$ cat config.mk
export PLATFORM = sky130hd
export DESIGN_NAME = fmp_flash_ctrl
export DESIGN_NICKNAME = d
export VERILOG_FILES = /design/src/hw/fmp_pkg.sv /design/src/hw/fmp_flash_ctrl.sv
export VERILOG_INCLUDE_DIRS = /design/src /design/src/hw
export SDC_FILE = /design/constraint.sdc
export NUM_CORES = 1
export LEC_CHECK = 0
export BUFFER_PORTS_ARGS = -buffer_cell sky130_fd_sc_hd__buf_2
export CAP_MARGIN = 20
export CORE_ASPECT_RATIO = 0.7
export CORE_UTILIZATION = 44
export CTS_BUF_LIST = sky130_fd_sc_hd__clkbuf_8
export CTS_CLUSTER_SIZE = 14
export DETAILED_ROUTE_END_ITERATION = 10
export GPL_TIMING_DRIVEN = 1
export PLACE_DENSITY = 0.89
export SLEW_MARGIN = 20
export SYNTH_ARGS = -nofsm -noshare
export SYNTH_HDL_FRONTEND = slang
export SYNTH_SLANG_ARGS = --single-unit
export TNS_END_PERCENT = 10
$ cat constraint.sdc
create_clock -name clock -period 2 [get_ports clock]
set_clock_uncertainty 0.15 [all_clocks]
set_input_delay 0.4 -clock clock [delete_from_list [all_inputs] [get_ports clock]]
set_output_delay 0.4 -clock clock [all_outputs]
set_load 0.03 [all_outputs]
$ cat src/hw/fmp_params.svh
/*
 * Constants for the flash map, protection and unlock controller.
 * Assumes a single 50 MHz clock and a synchronous active-high reset.
 */
`ifndef FMP_PARAMS_SVH
`define FMP_PARAMS_SVH

`define FMP_CMD_DOUBLE      12'hDD4
`define FMP_CMD_BLOCK       12'hAA5
`define FMP_PROT_READ_VALUE 16'hB88B
`define FMP_ERR_OK          8'h00
`define FMP_ERR_PROTECTED   8'h01
`define FMP_ERR_BAD_CMD     8'hFF
`define FMP_BOOT_ACK        8'hD5
`define FMP_SEG0            8'h00
`define FMP_SEG1            8'h01
`define FMP_FLASH_TOP       8'h04
`define FMP_LOW_BLOCK_BIT   15
`define FMP_CMD_HI_MSB      15
`define FMP_CMD_HI_LSB      4
`define FMP_SEG_NIB_MSB     3

`endif

$ cat src/hw/fmp_pkg.sv
/*
 * Types for the flash map, protection and unlock controller.
 * Assumes fmp_params.svh supplies the numeric constants.
 */
package fmp_pkg;

   // Where the current instruction was fetched from
   typedef enum logic [1:0] {
      FMP_SRC_FLASH,
      FMP_SRC_EXTERNAL,
      FMP_SRC_INTERNAL_RAM,
      FMP_SRC_EXTENSION_RAM
   } fmp_src_type;

   // Decoded embedded command kind
   typedef enum logic [1:0] {
      FMP_OP_NONE,
      FMP_OP_DOUBLE,
      FMP_OP_BLOCK
   } fmp_op_type;

   // One CPU data access as seen by the controller
   typedef struct packed {
      logic        valid;
      logic        write;
      logic        indirect;
      logic [23:0] addr;
      logic [15:0] wdata;
      fmp_src_type src;
   } fmp_access_type;

   // Command handed to the embedded routine
   typedef struct packed {
      fmp_op_type  op;
      logic [3:0]  segment;
      logic [15:0] first_off;
      logic [15:0] last_off;
      logic [15:0] source;
   } fmp_cmd_type;

endpackage

$ cat src/hw/fmp_flash_ctrl.sv
/*
 * Flash map, protection, unlock and boot-loader entry controller.
 * Assumes the CPU presents one decoded data access per cycle, the
 * embedded routine reports completion with a one-cycle pulse, and the
 * serial channel accepts a byte on a valid/ready handshake.
 */
`timescale 1ns/1ps
`include "fmp_params.svh"

module fmp_flash_ctrl (
   input  wire logic                  clock,          // 50 MHz clock
   input  wire logic                  rst,            // Sync reset, hardware or software
   input  wire logic                  hw_reset,       // High when rst comes from hardware
   input  wire logic                  external_access_strap, // Strap level at reset
   input  wire logic                  boot_select_port_bit,  // Loader select, low selects
   input  wire logic                  otp_protect_bit,       // Hidden one-time protect bit
   input  wire logic                  cfg_write,      // System config write strobe
   input  wire logic                  cfg_flash_enable,      // New flash enable value
   input  wire logic                  cfg_remap,      // New low block remap value
   input  wire logic                  cfg_seg_disable,       // New segmentation disable value
   input  wire fmp_pkg::fmp_access_type acc,          // CPU data access
   input  wire logic                  override_active,// Segment override or uninterruptible_sequence running
   input  wire logic [15:0]           cmd_word,       // Command word register
   input  wire logic [15:0]           cmd_first_off,  // First target offset
   input  wire logic [15:0]           cmd_last_off,   // Last target offset
   input  wire logic [15:0]           cmd_source,     // Source address
   input  wire logic                  cmd_done,       // Embedded routine finished
   input  wire logic [15:0]           array_rdata,    // Raw flash array data
   input  wire logic                  ser_ready,      // Serial channel ready
   output logic                       flash_enable_bit,      // Flash enabled
   output logic                       low_block_remap_bit,   // Low block remap
   output logic                       segmentation_disable_bit, // Segmentation disabled
   output logic                       protect_active, // Protection in force
   output logic                       boot_loader_mode,      // Loader mode active
   output logic                       cmd_start,      // Start embedded routine pulse
   output fmp_pkg::fmp_cmd_type       cmd_out,        // Decoded command
   output logic                       cmd_refused,    // Command refused pulse
   output logic [7:0]                 cmd_error,      // Error code of refused command
   output logic [15:0]                read_data,      // Data returned to CPU
   output logic                       read_valid,     // Read data valid pulse
   output logic [23:0]                flash_addr,     // Physical flash address
   output logic                       irq_block,      // Mask interrupts, events, traps
   output logic                       ser_valid,      // Serial byte valid
   output logic [7:0]                 ser_data        // Serial byte
);

   ////////////////////////////////////////////////////////////////////////
   logic        in_flash;
   logic [23:0] phys_addr;
   logic        unlock_armed_reg;
   logic [23:0] unlock_addr_reg;
   logic        deprot_reg;
   logic        ack_sent_reg;
   logic        strap_pending_reg;
   logic [11:0] cmd_hi;
   logic        unlock_hit;
   logic        from_flash;

   assign from_flash = (acc.src == fmp_pkg::FMP_SRC_FLASH);
   assign cmd_hi     = cmd_word[`FMP_CMD_HI_MSB:`FMP_CMD_HI_LSB];

   // Flash window decode; low 32 KB sits in segment 0 or 1 per remap
   always_comb begin
      in_flash  = 1'b0;
      phys_addr = acc.addr;
      if (flash_enable_bit) begin
         if (acc.addr[23:16] == `FMP_SEG0 && !acc.addr[`FMP_LOW_BLOCK_BIT] && !low_block_remap_bit)
            in_flash = 1'b1;
         else if (acc.addr[23:16] == `FMP_SEG1 && !acc.addr[`FMP_LOW_BLOCK_BIT] && low_block_remap_bit) begin
            in_flash  = 1'b1;
            phys_addr = {8'h00, acc.addr[15:0]};
         end else if (acc.addr[23:16] >= `FMP_SEG1 && acc.addr[23:16] <= `FMP_FLASH_TOP
                      && !(acc.addr[23:16] == `FMP_SEG1 && !acc.addr[`FMP_LOW_BLOCK_BIT]))
            in_flash = 1'b1; // Upper flash never moves
      end
   end

   // Second unlock write must match the first, indirect, even, in flash
   assign unlock_hit = acc.valid && acc.write && acc.indirect && unlock_armed_reg
                       && acc.addr == unlock_addr_reg && in_flash && !acc.addr[0];

   ////////////////////////////////////////////////////////////////////////
   // Strap capture one cycle after release; async-free, so it is clocked
   always_ff @(posedge clock) begin
      if (rst)
         strap_pending_reg <= 1'b1;
      else
         strap_pending_reg <= 1'b0;
   end

   // System configuration bits
   always_ff @(posedge clock) begin
      if (rst) begin
         flash_enable_bit         <= 1'b0;
         low_block_remap_bit      <= 1'b0;
         segmentation_disable_bit <= 1'b1;
      end else if (strap_pending_reg) begin
         flash_enable_bit <= external_access_strap;
      end else if (cfg_write) begin
         flash_enable_bit         <= cfg_flash_enable;
         low_block_remap_bit      <= cfg_remap;
         segmentation_disable_bit <= cfg_seg_disable;
      end
   end

   ////////////////////////////////////////////////////////////////////////
   // Unlock sequencer: every access reloads the arm; only a direct even write in flash arms it
   always_ff @(posedge clock) begin
      if (rst) begin
         unlock_armed_reg <= 1'b0;
         unlock_addr_reg  <= 24'h000000;
      end else if (acc.valid) begin
         unlock_armed_reg <= acc.write && !acc.indirect && in_flash && !acc.addr[0];
         unlock_addr_reg  <= acc.addr;
      end
   end

   // Override blocks interrupts across the two unlock writes
   always_ff @(posedge clock) begin
      if (rst)
         irq_block <= 1'b0;
      else
         irq_block <= override_active || unlock_armed_reg;
   end

   ////////////////////////////////////////////////////////////////////////
   // Temporary de-protection; cleared on completion so state follows the OTP bit
   always_ff @(posedge clock) begin
      if (rst)
         deprot_reg <= 1'b0;
      else if (acc.valid && acc.write && from_flash && in_flash && !acc.addr[0]
               && acc.wdata == 16'h0000 && !unlock_hit)
         deprot_reg <= 1'b1;
      else if (cmd_done)
         deprot_reg <= 1'b0;
   end

   // Protection flag; a deprotect write wins over a completion in the same cycle
   always_ff @(posedge clock) begin
      if (rst)
         protect_active <= otp_protect_bit;
      else if (acc.valid && acc.write && from_flash && in_flash && !acc.addr[0]
               && acc.wdata == 16'h0000 && !unlock_hit)
         protect_active <= 1'b0;
      else if (cmd_done)
         protect_active <= otp_protect_bit;
      else
         protect_active <= otp_protect_bit && !deprot_reg;
   end

   ////////////////////////////////////////////////////////////////////////
   // Command decode and launch
   always_ff @(posedge clock) begin
      if (rst) begin
         cmd_start   <= 1'b0;
         cmd_refused <= 1'b0;
         cmd_error   <= `FMP_ERR_OK;
         cmd_out     <= '0;
      end else begin
         cmd_start   <= 1'b0;
         cmd_refused <= 1'b0;
         if (unlock_hit) begin
            cmd_out.segment   <= cmd_word[`FMP_SEG_NIB_MSB:0];
            cmd_out.first_off <= cmd_first_off;
            cmd_out.last_off  <= cmd_last_off;
            cmd_out.source    <= cmd_source;
            if (protect_active) begin
               cmd_refused <= 1'b1;
               cmd_error   <= `FMP_ERR_PROTECTED;
               cmd_out.op  <= fmp_pkg::FMP_OP_NONE;
            end else if (cmd_hi == `FMP_CMD_DOUBLE) begin
               cmd_start  <= 1'b1;
               cmd_error  <= `FMP_ERR_OK;
               cmd_out.op <= fmp_pkg::FMP_OP_DOUBLE;
            end else if (cmd_hi == `FMP_CMD_BLOCK) begin
               cmd_start  <= 1'b1;
               cmd_error  <= `FMP_ERR_OK;
               cmd_out.op <= fmp_pkg::FMP_OP_BLOCK;
            end else begin
               cmd_refused <= 1'b1;
               cmd_error   <= `FMP_ERR_BAD_CMD;
               cmd_out.op  <= fmp_pkg::FMP_OP_NONE;
            end
         end
      end
   end

   ////////////////////////////////////////////////////////////////////////
   // Read path; protected reads from non-flash code get the fixed pattern
   always_ff @(posedge clock) begin
      if (rst) begin
         read_valid <= 1'b0;
         read_data  <= 16'h0000;
         flash_addr <= 24'h000000;
      end else begin
         read_valid <= acc.valid && !acc.write && in_flash;
         flash_addr <= phys_addr;
         if (protect_active && !from_flash)
            read_data <= `FMP_PROT_READ_VALUE;
         else
            read_data <= array_rdata;
      end
   end

   ////////////////////////////////////////////////////////////////////////
   // Remembers whether the reset now ending was a hardware one
   logic hw_reset_seen_reg;

   // Loader mode: only a hardware reset samples the select; soft reset exits
   always_ff @(posedge clock) begin
      if (rst)
         boot_loader_mode <= 1'b0;
      else if (strap_pending_reg)
         boot_loader_mode <= hw_reset_seen_reg && !boot_select_port_bit;
   end

   // Latched while rst is held, so the select is sampled at the first edge after release
   always_ff @(posedge clock) begin
      if (rst)
         hw_reset_seen_reg <= hw_reset;
      else if (strap_pending_reg)
         hw_reset_seen_reg <= 1'b0;
      else
         hw_reset_seen_reg <= hw_reset_seen_reg;
   end

   // Acknowledge byte sent once per loader entry
   always_ff @(posedge clock) begin
      if (rst) begin
         ack_sent_reg <= 1'b0;
         ser_valid    <= 1'b0;
         ser_data     <= 8'h00;
      end else if (boot_loader_mode && !ack_sent_reg) begin
         ser_valid <= 1'b1;
         ser_data  <= `FMP_BOOT_ACK;
         if (ser_valid && ser_ready) begin
            ser_valid    <= 1'b0;
            ack_sent_reg <= 1'b1;
         end
      end else begin
         ser_valid <= 1'b0;
      end
   end

   ////////////////////////////////////////////////////////////////////////
   a_unlock_launch: assert property (@(posedge clock) disable iff (rst)
      unlock_hit && !protect_active && cmd_hi == `FMP_CMD_DOUBLE |=> cmd_start && cmd_out.op == fmp_pkg::FMP_OP_DOUBLE)
      else $error("double command not launched");
   a_block_launch: assert property (@(posedge clock) disable iff (rst)
      unlock_hit && !protect_active && cmd_hi == `FMP_CMD_BLOCK |=> cmd_start && cmd_out.op == fmp_pkg::FMP_OP_BLOCK)
      else $error("block command not launched");
   a_start_needs_unlock: assert property (@(posedge clock) disable iff (rst)
      cmd_start |-> $past(unlock_hit) && $past(unlock_armed_reg))
      else $error("command started without unlock");
   a_protect_refuse: assert property (@(posedge clock) disable iff (rst)
      unlock_hit && protect_active |=> cmd_refused && cmd_error == `FMP_ERR_PROTECTED && !cmd_start)
      else $error("protected command not refused");
   a_protect_pattern: assert property (@(posedge clock) disable iff (rst)
      acc.valid && !acc.write && in_flash && protect_active && !from_flash
      |=> read_valid && read_data == `FMP_PROT_READ_VALUE)
      else $error("protected read leaked data");
   a_flash_read_ok: assert property (@(posedge clock) disable iff (rst)
      acc.valid && !acc.write && in_flash && from_flash |=> read_data == $past(array_rdata))
      else $error("flash code read blocked");
   a_done_rearm: assert property (@(posedge clock) disable iff (rst)
      cmd_done && otp_protect_bit && !(acc.valid && acc.write) |=> protect_active)
      else $error("protection not re-armed");
   a_strap_load: assert property (@(posedge clock) disable iff (rst)
      strap_pending_reg |=> flash_enable_bit == $past(external_access_strap))
      else $error("strap not loaded");
   a_ack_byte: assert property (@(posedge clock) disable iff (rst)
      ser_valid |-> ser_data == `FMP_BOOT_ACK && boot_loader_mode)
      else $error("wrong acknowledge byte");

endmodule

* Word-level counts from Yosys, hierarchy flattened *
Index checks and enable logic that the tools add are counted.

cells by class
  magnitude comparators = 2
  equality and inequality tests = 4
  multiplexer cells = 30
  bitwise operators = 3
  reduce and logical (&&, ||, !) cells = 51

operators by type and width
  operator                                                           count
  two-way mux 24 bit                                                 3
  logical AND 1 bit                                                  27
  equality test 12 bit, second input constant                        2
  equality test 24 bit                                               1
  two-way mux 8 bit                                                  3
  two-way mux 1 bit                                                  20
  logical NOT 16 bit                                                 1
  two-way mux 16 bit                                                 1
  logical NOT 1 bit                                                  11
  equality test 8 x 1 -> 1 bit, second input constant                1
  greater-or-equal comparator 8 x 1 -> 1 bit, second input constant  1
  less-or-equal comparator 8 x 3 -> 1 bit, second input constant     1
  logical NOT 8 bit                                                  1
  two-way mux 2 bit                                                  3
  nonzero test 2 bit                                                 3
  OR reduction 2 bit                                                 3
  AND reduction 2 bit                                                2
  NOT 1 bit                                                          3
  OR reduction 3 bit                                                 1
  logical NOT 2 bit                                                  1
  logical OR 1 bit                                                   1

word-level totals
  register bits = 142
  output and inout bits = 120
  logic and storage cells = 116

* Depth between registers and ports, before layout *
  depth after elaboration = 14
  depth in mapped cells = 8
  mapped depth without buffers = 5

* Least setup slack after synthesis *
No wires, ideal clock.

  path kind = register to register
  start point = register flash_enable_bit
  end point = register cmd_out[21] (netlist bit)
  data arrival time = 1.885 ns
  slack = -0.167 ns
  cell stages (with the launch flop) = 8
  cell sequence = dfxtp_1 > or4b_1 > nor3_2 > nand4_1 > buf_4 > buf_2 > o31ai_1 > a21oi_1

between the ends
  longest elaborated chain between the ends = 3

ends and longest elaborated chain
  item                             RTL line               RTL
  from (decl)                      fmp_flash_ctrl.sv:30   output logic flash_enable_bit,
  from (signal assigned)           fmp_flash_ctrl.sv:98   flash_enable_bit <= external_access_strap;
  from (signal assigned)           fmp_flash_ctrl.sv:100  flash_enable_bit <= cfg_flash_enable;
  two-way mux 1 bit                fmp_flash_ctrl.sv:66   if (flash_enable_bit) begin
  logical AND 1 bit (2 in series)  fmp_flash_ctrl.sv:80   && acc.addr == unlock_addr_reg && in_flash && !acc.addr[0];
  to (decl)                        fmp_flash_ctrl.sv:36   output fmp_pkg::fmp_cmd_type cmd_out,

Every way passes these cells.
A chain may end at the register's enable or synchronous reset.

* Final worst setup path *
  start point = register unlock_addr_reg[13]
  end point = register cmd_out[29] (netlist bit)

between the ends
  longest elaborated chain between the ends = 4

ends and longest elaborated chain
  item                             RTL line               RTL
  from (decl)                      fmp_flash_ctrl.sv:51   logic [23:0] unlock_addr_reg;
  from (signal assigned)           fmp_flash_ctrl.sv:114  unlock_addr_reg <= acc.addr;
  equality test 24 bit             fmp_flash_ctrl.sv:80
  logical AND 1 bit (3 in series)  fmp_flash_ctrl.sv:80

Every way passes these cells.

==> flow_metrics.env <==
export IMPL_port_buffers=254
export IMPL_avgSynthCellArea_um2=9.78
export IMPL_drv_slew=0
export IMPL_path_clk_slew_ns=0.08
export IMPL_dp_cells=1001
export IMPL_grt_max_degree=55
export IMPL_fp_row_count=34
export IMPL_via_per_inst=5.37
export IMPL_synth_edf_count=1
export IMPL_synth_area_leaders="dfxtp_1 48%, nand4_1 7.3%, a21oi_1 5.4%"
export IMPL_core_area_um2=12500
export IMPL_ys_seq_elements=136
export IMPL_finalPower_mw=6.11
export IMPL_finalCritPeriodShare_pct=107
export IMPL_insertion_delay_ns=0.44
export IMPL_synth_ff_type="dfxtp_1"
export IMPL_critPathLaunchType="flop"
export IMPL_grt_use_total_pct=26.2
export IMPL_p_clk_share_pct=41.3
export IMPL_start_util_pct=45.3
export IMPL_globalRouteOverflowTotal=0
export IMPL_clock_fmax_mhz=467
export IMPL_antenna_found_initial=0
export IMPL_synth_most_common_cell="dfxtp_1"
export IMPL_grt_pass1_vias=5334
export IMPL_area_delta_synth_final_pct=45.7
export IMPL_cts_buffer_depth=2
export IMPL_dp_hpwl_mm=12.0
export IMPL_peakVddDrop_mv=0.490
export IMPL_rsz0062_at_grt="true"
export IMPL_syn_inst=579
export IMPL_pwr_share_comb_pct=12.2
export IMPL_final_antenna_net_count=0
export IMPL_synth_commonest_cells="135 x dfxtp_1, 66 x nand4_1, 61 x a21oi_1, 51 x nor2_1, 34 x o31ai_1"
export IMPL_p_int_mw=4.55
export IMPL_finalCriticalPeriod_ns=2.14
export IMPL_ys_types=44
export IMPL_p_switching_mw=1.57
export IMPL_netlist_area_leader_share_pct=47.7
export IMPL_diodes=0
export IMPL_async_flop_share_pct=0
export IMPL_die_w_um=138
export IMPL_p_sw_share_pct=25.6
export IMPL_wl_per_cell_um=16.9
export IMPL_tns_ns=-5.80
export IMPL_setup_slack_ns=-0.141
export IMPL_cts_made_buffers=17
export IMPL_leakagePower_nw=3.66
export IMPL_largest_reg_flops=54
export IMPL_violations="negative setup slack"
export IMPL_dr_total_vias=5622
export IMPL_critPathMaxFanout=34
export IMPL_ys_seq_area_share_pct=48.2
export IMPL_grt_pass1_wl_mm=26.9
export IMPL_drt_iter0_drc=276
export IMPL_final_cells=1047
export IMPL_end_kind="flop"
export IMPL_cts_root_buffer="clkbuf_8"
export IMPL_cts_sinks=136
export IMPL_tritoncts="done"
export IMPL_seqPwrFrac_pct=46.4
export IMPL_place_area_um2=7410
export IMPL_place_congestion=0.810
export IMPL_die_area_um2=13300
export IMPL_cap_violations=0
export IMPL_critical_path_class="flop to flop"
export IMPL_critical_path_required_ns=2.17
export IMPL_yosys_area_top_type="dfxtp_1"
export IMPL_hp_class="input port to flop"
export IMPL_worstPathArrival_ns=2.31
export IMPL_drc=0
export IMPL_status="finished with violations"
export IMPL_pin_count=258
export IMPL_finalSetupViolations=58
export IMPL_layout_nets=1011
export IMPL_final_layout_size_suffix_gt1_share_pct=48.4
export IMPL_ys_warn_count=0
export IMPL_h_tree_depth=4
export IMPL_fin_area_um2=8260
export IMPL_drt_wl_total_mm=17.7
export IMPL_first_pass_iters=5
export IMPL_powerDensity_nw_per_um2=740
export IMPL_synth_area_um2=5670
export IMPL_fp_dieH_um=96.9
export IMPL_finalHoldViolCount=0
==> cell families after synthesis <==
group / after synthesis / share of synthesized area, %
flops: 136 / 48.2
compound gates: 120 / 14.9
other cells: 1 / 0.0662
mux: 29 / 5.15
simple gates: 202 / 20.5
xor+xnor: 23 / 3.56
buf+inv: 68 / 7.58
==> metrics by stage <==
stage	hold slack, ns	setup slack [ns]	util (%)
final	0.0303	-0.141	66.0
after detailed placement	0.289	-0.593	59.2
after global routing	0.00330	-0.223	66.0
after global placement	0.275	-0.556	59.2
after floorplan	0.254	-0.115	-
after CTS	0.0000937	-0.0729	64.9
==> power groups by stage <==
stage	Clock [mW]	Sequential [mW]	Combinational [mW]
after floorplan	0	3.00	0.238
after global placement	0	2.89	0.674
after detailed placement	0	2.90	0.688
after CTS	2.56	2.84	0.733
after global routing	2.70	2.85	0.797
final	2.53	2.84	0.748
==> layout make-up <==
type | count | area (um2)
timing repair buffer | 339 | 2120
inverter | 2 | 7.51
sequential | 136 | 2740
clock inverter | 13 | 195
multi-input combinational | 377 | 2750
clock buffer | 18 | 248
tap | 162 | 203
fill | 978 | 4250
==> metal layers <==
| layer | vias up | GRT usage, % | wire length [um] |
|---|---|---|---|
| met5 | - | 0 | 0 |
| met4 | 0 | 7.95 | 304 |
| li1 | 2682 | - | - |
| met3 | 27 | 6.76 | 1290 |
| met1 | 2645 | 33.5 | 7720 |
| met2 | 268 | 42.8 | 8410 |
==> final timing paths <==
check	to	slack, ns	startpoint	cells after the start
hold / removal	read_data[11]$_SDFF_PP0_	0.03	array_rdata[11]	3
setup reg to reg	cmd_out[29]$_SDFFE_PP0N_	-0.14	unlock_addr_reg[13]$_SDFFE_PP0P_	6
hold reg to reg	deprot_reg$_SDFFE_PP0P_	0.30	deprot_reg$_SDFFE_PP0P_	2
setup / recovery	cmd_out[29]$_SDFFE_PP0N_	-0.14	unlock_addr_reg[13]$_SDFFE_PP0P_	6
==> critical path, cell delays in order (launching register included) <==
cell     delay, ns
dfxtp_2       0.34
xnor2_2       0.19
nand4_1       0.19
or4_4         0.57
buf_12        0.21
o31ai_1       0.25
a21oi_1       0.10
==> cells in the final DEF, fill, tap and decap left out, types with 2 or more instances in the layout <==
master / count
buf_2: 253
dfxtp_1: 131
nand4_1: 66
a21oi_1: 60
buf_4: 59
nor2_1: 51
o31ai_2: 33
mux2i_1: 28
nor2b_1: 25
o31ai_1: 21
clkbuf_8: 18
xnor2_2: 17
buf_12: 11
dlygate4sd3_1: 11
nand2_1: 9
and2_1: 9
xnor2_1: 6
nor3_1: 6
nand3_1: 5
nor4_1: 5
bufinv_16: 4
dfxtp_2: 4
conb_1: 3
inv_6: 3
clkinv_4: 3
clkinvlp_4: 3
and3b_2: 2
inv_1: 2
o21ai_0: 2
nor4b_1: 2
or3_1: 2
nand2b_1: 2
nand3b_1: 2
buf_6: 2
buf_8: 2
==> timing repair <==
item / in CTS / in global routing
resized for setup: 34 / 15
setup endpoints to repair: 61 / 61
setup buffers: 1 / 1
hold buffers: 8 / 3
pin swaps: 12 / 4
endpoints found under the hold margin: 8 / 3
cloned: 0 / 2
Note: power is estimated with default switching activity, not from simulation.
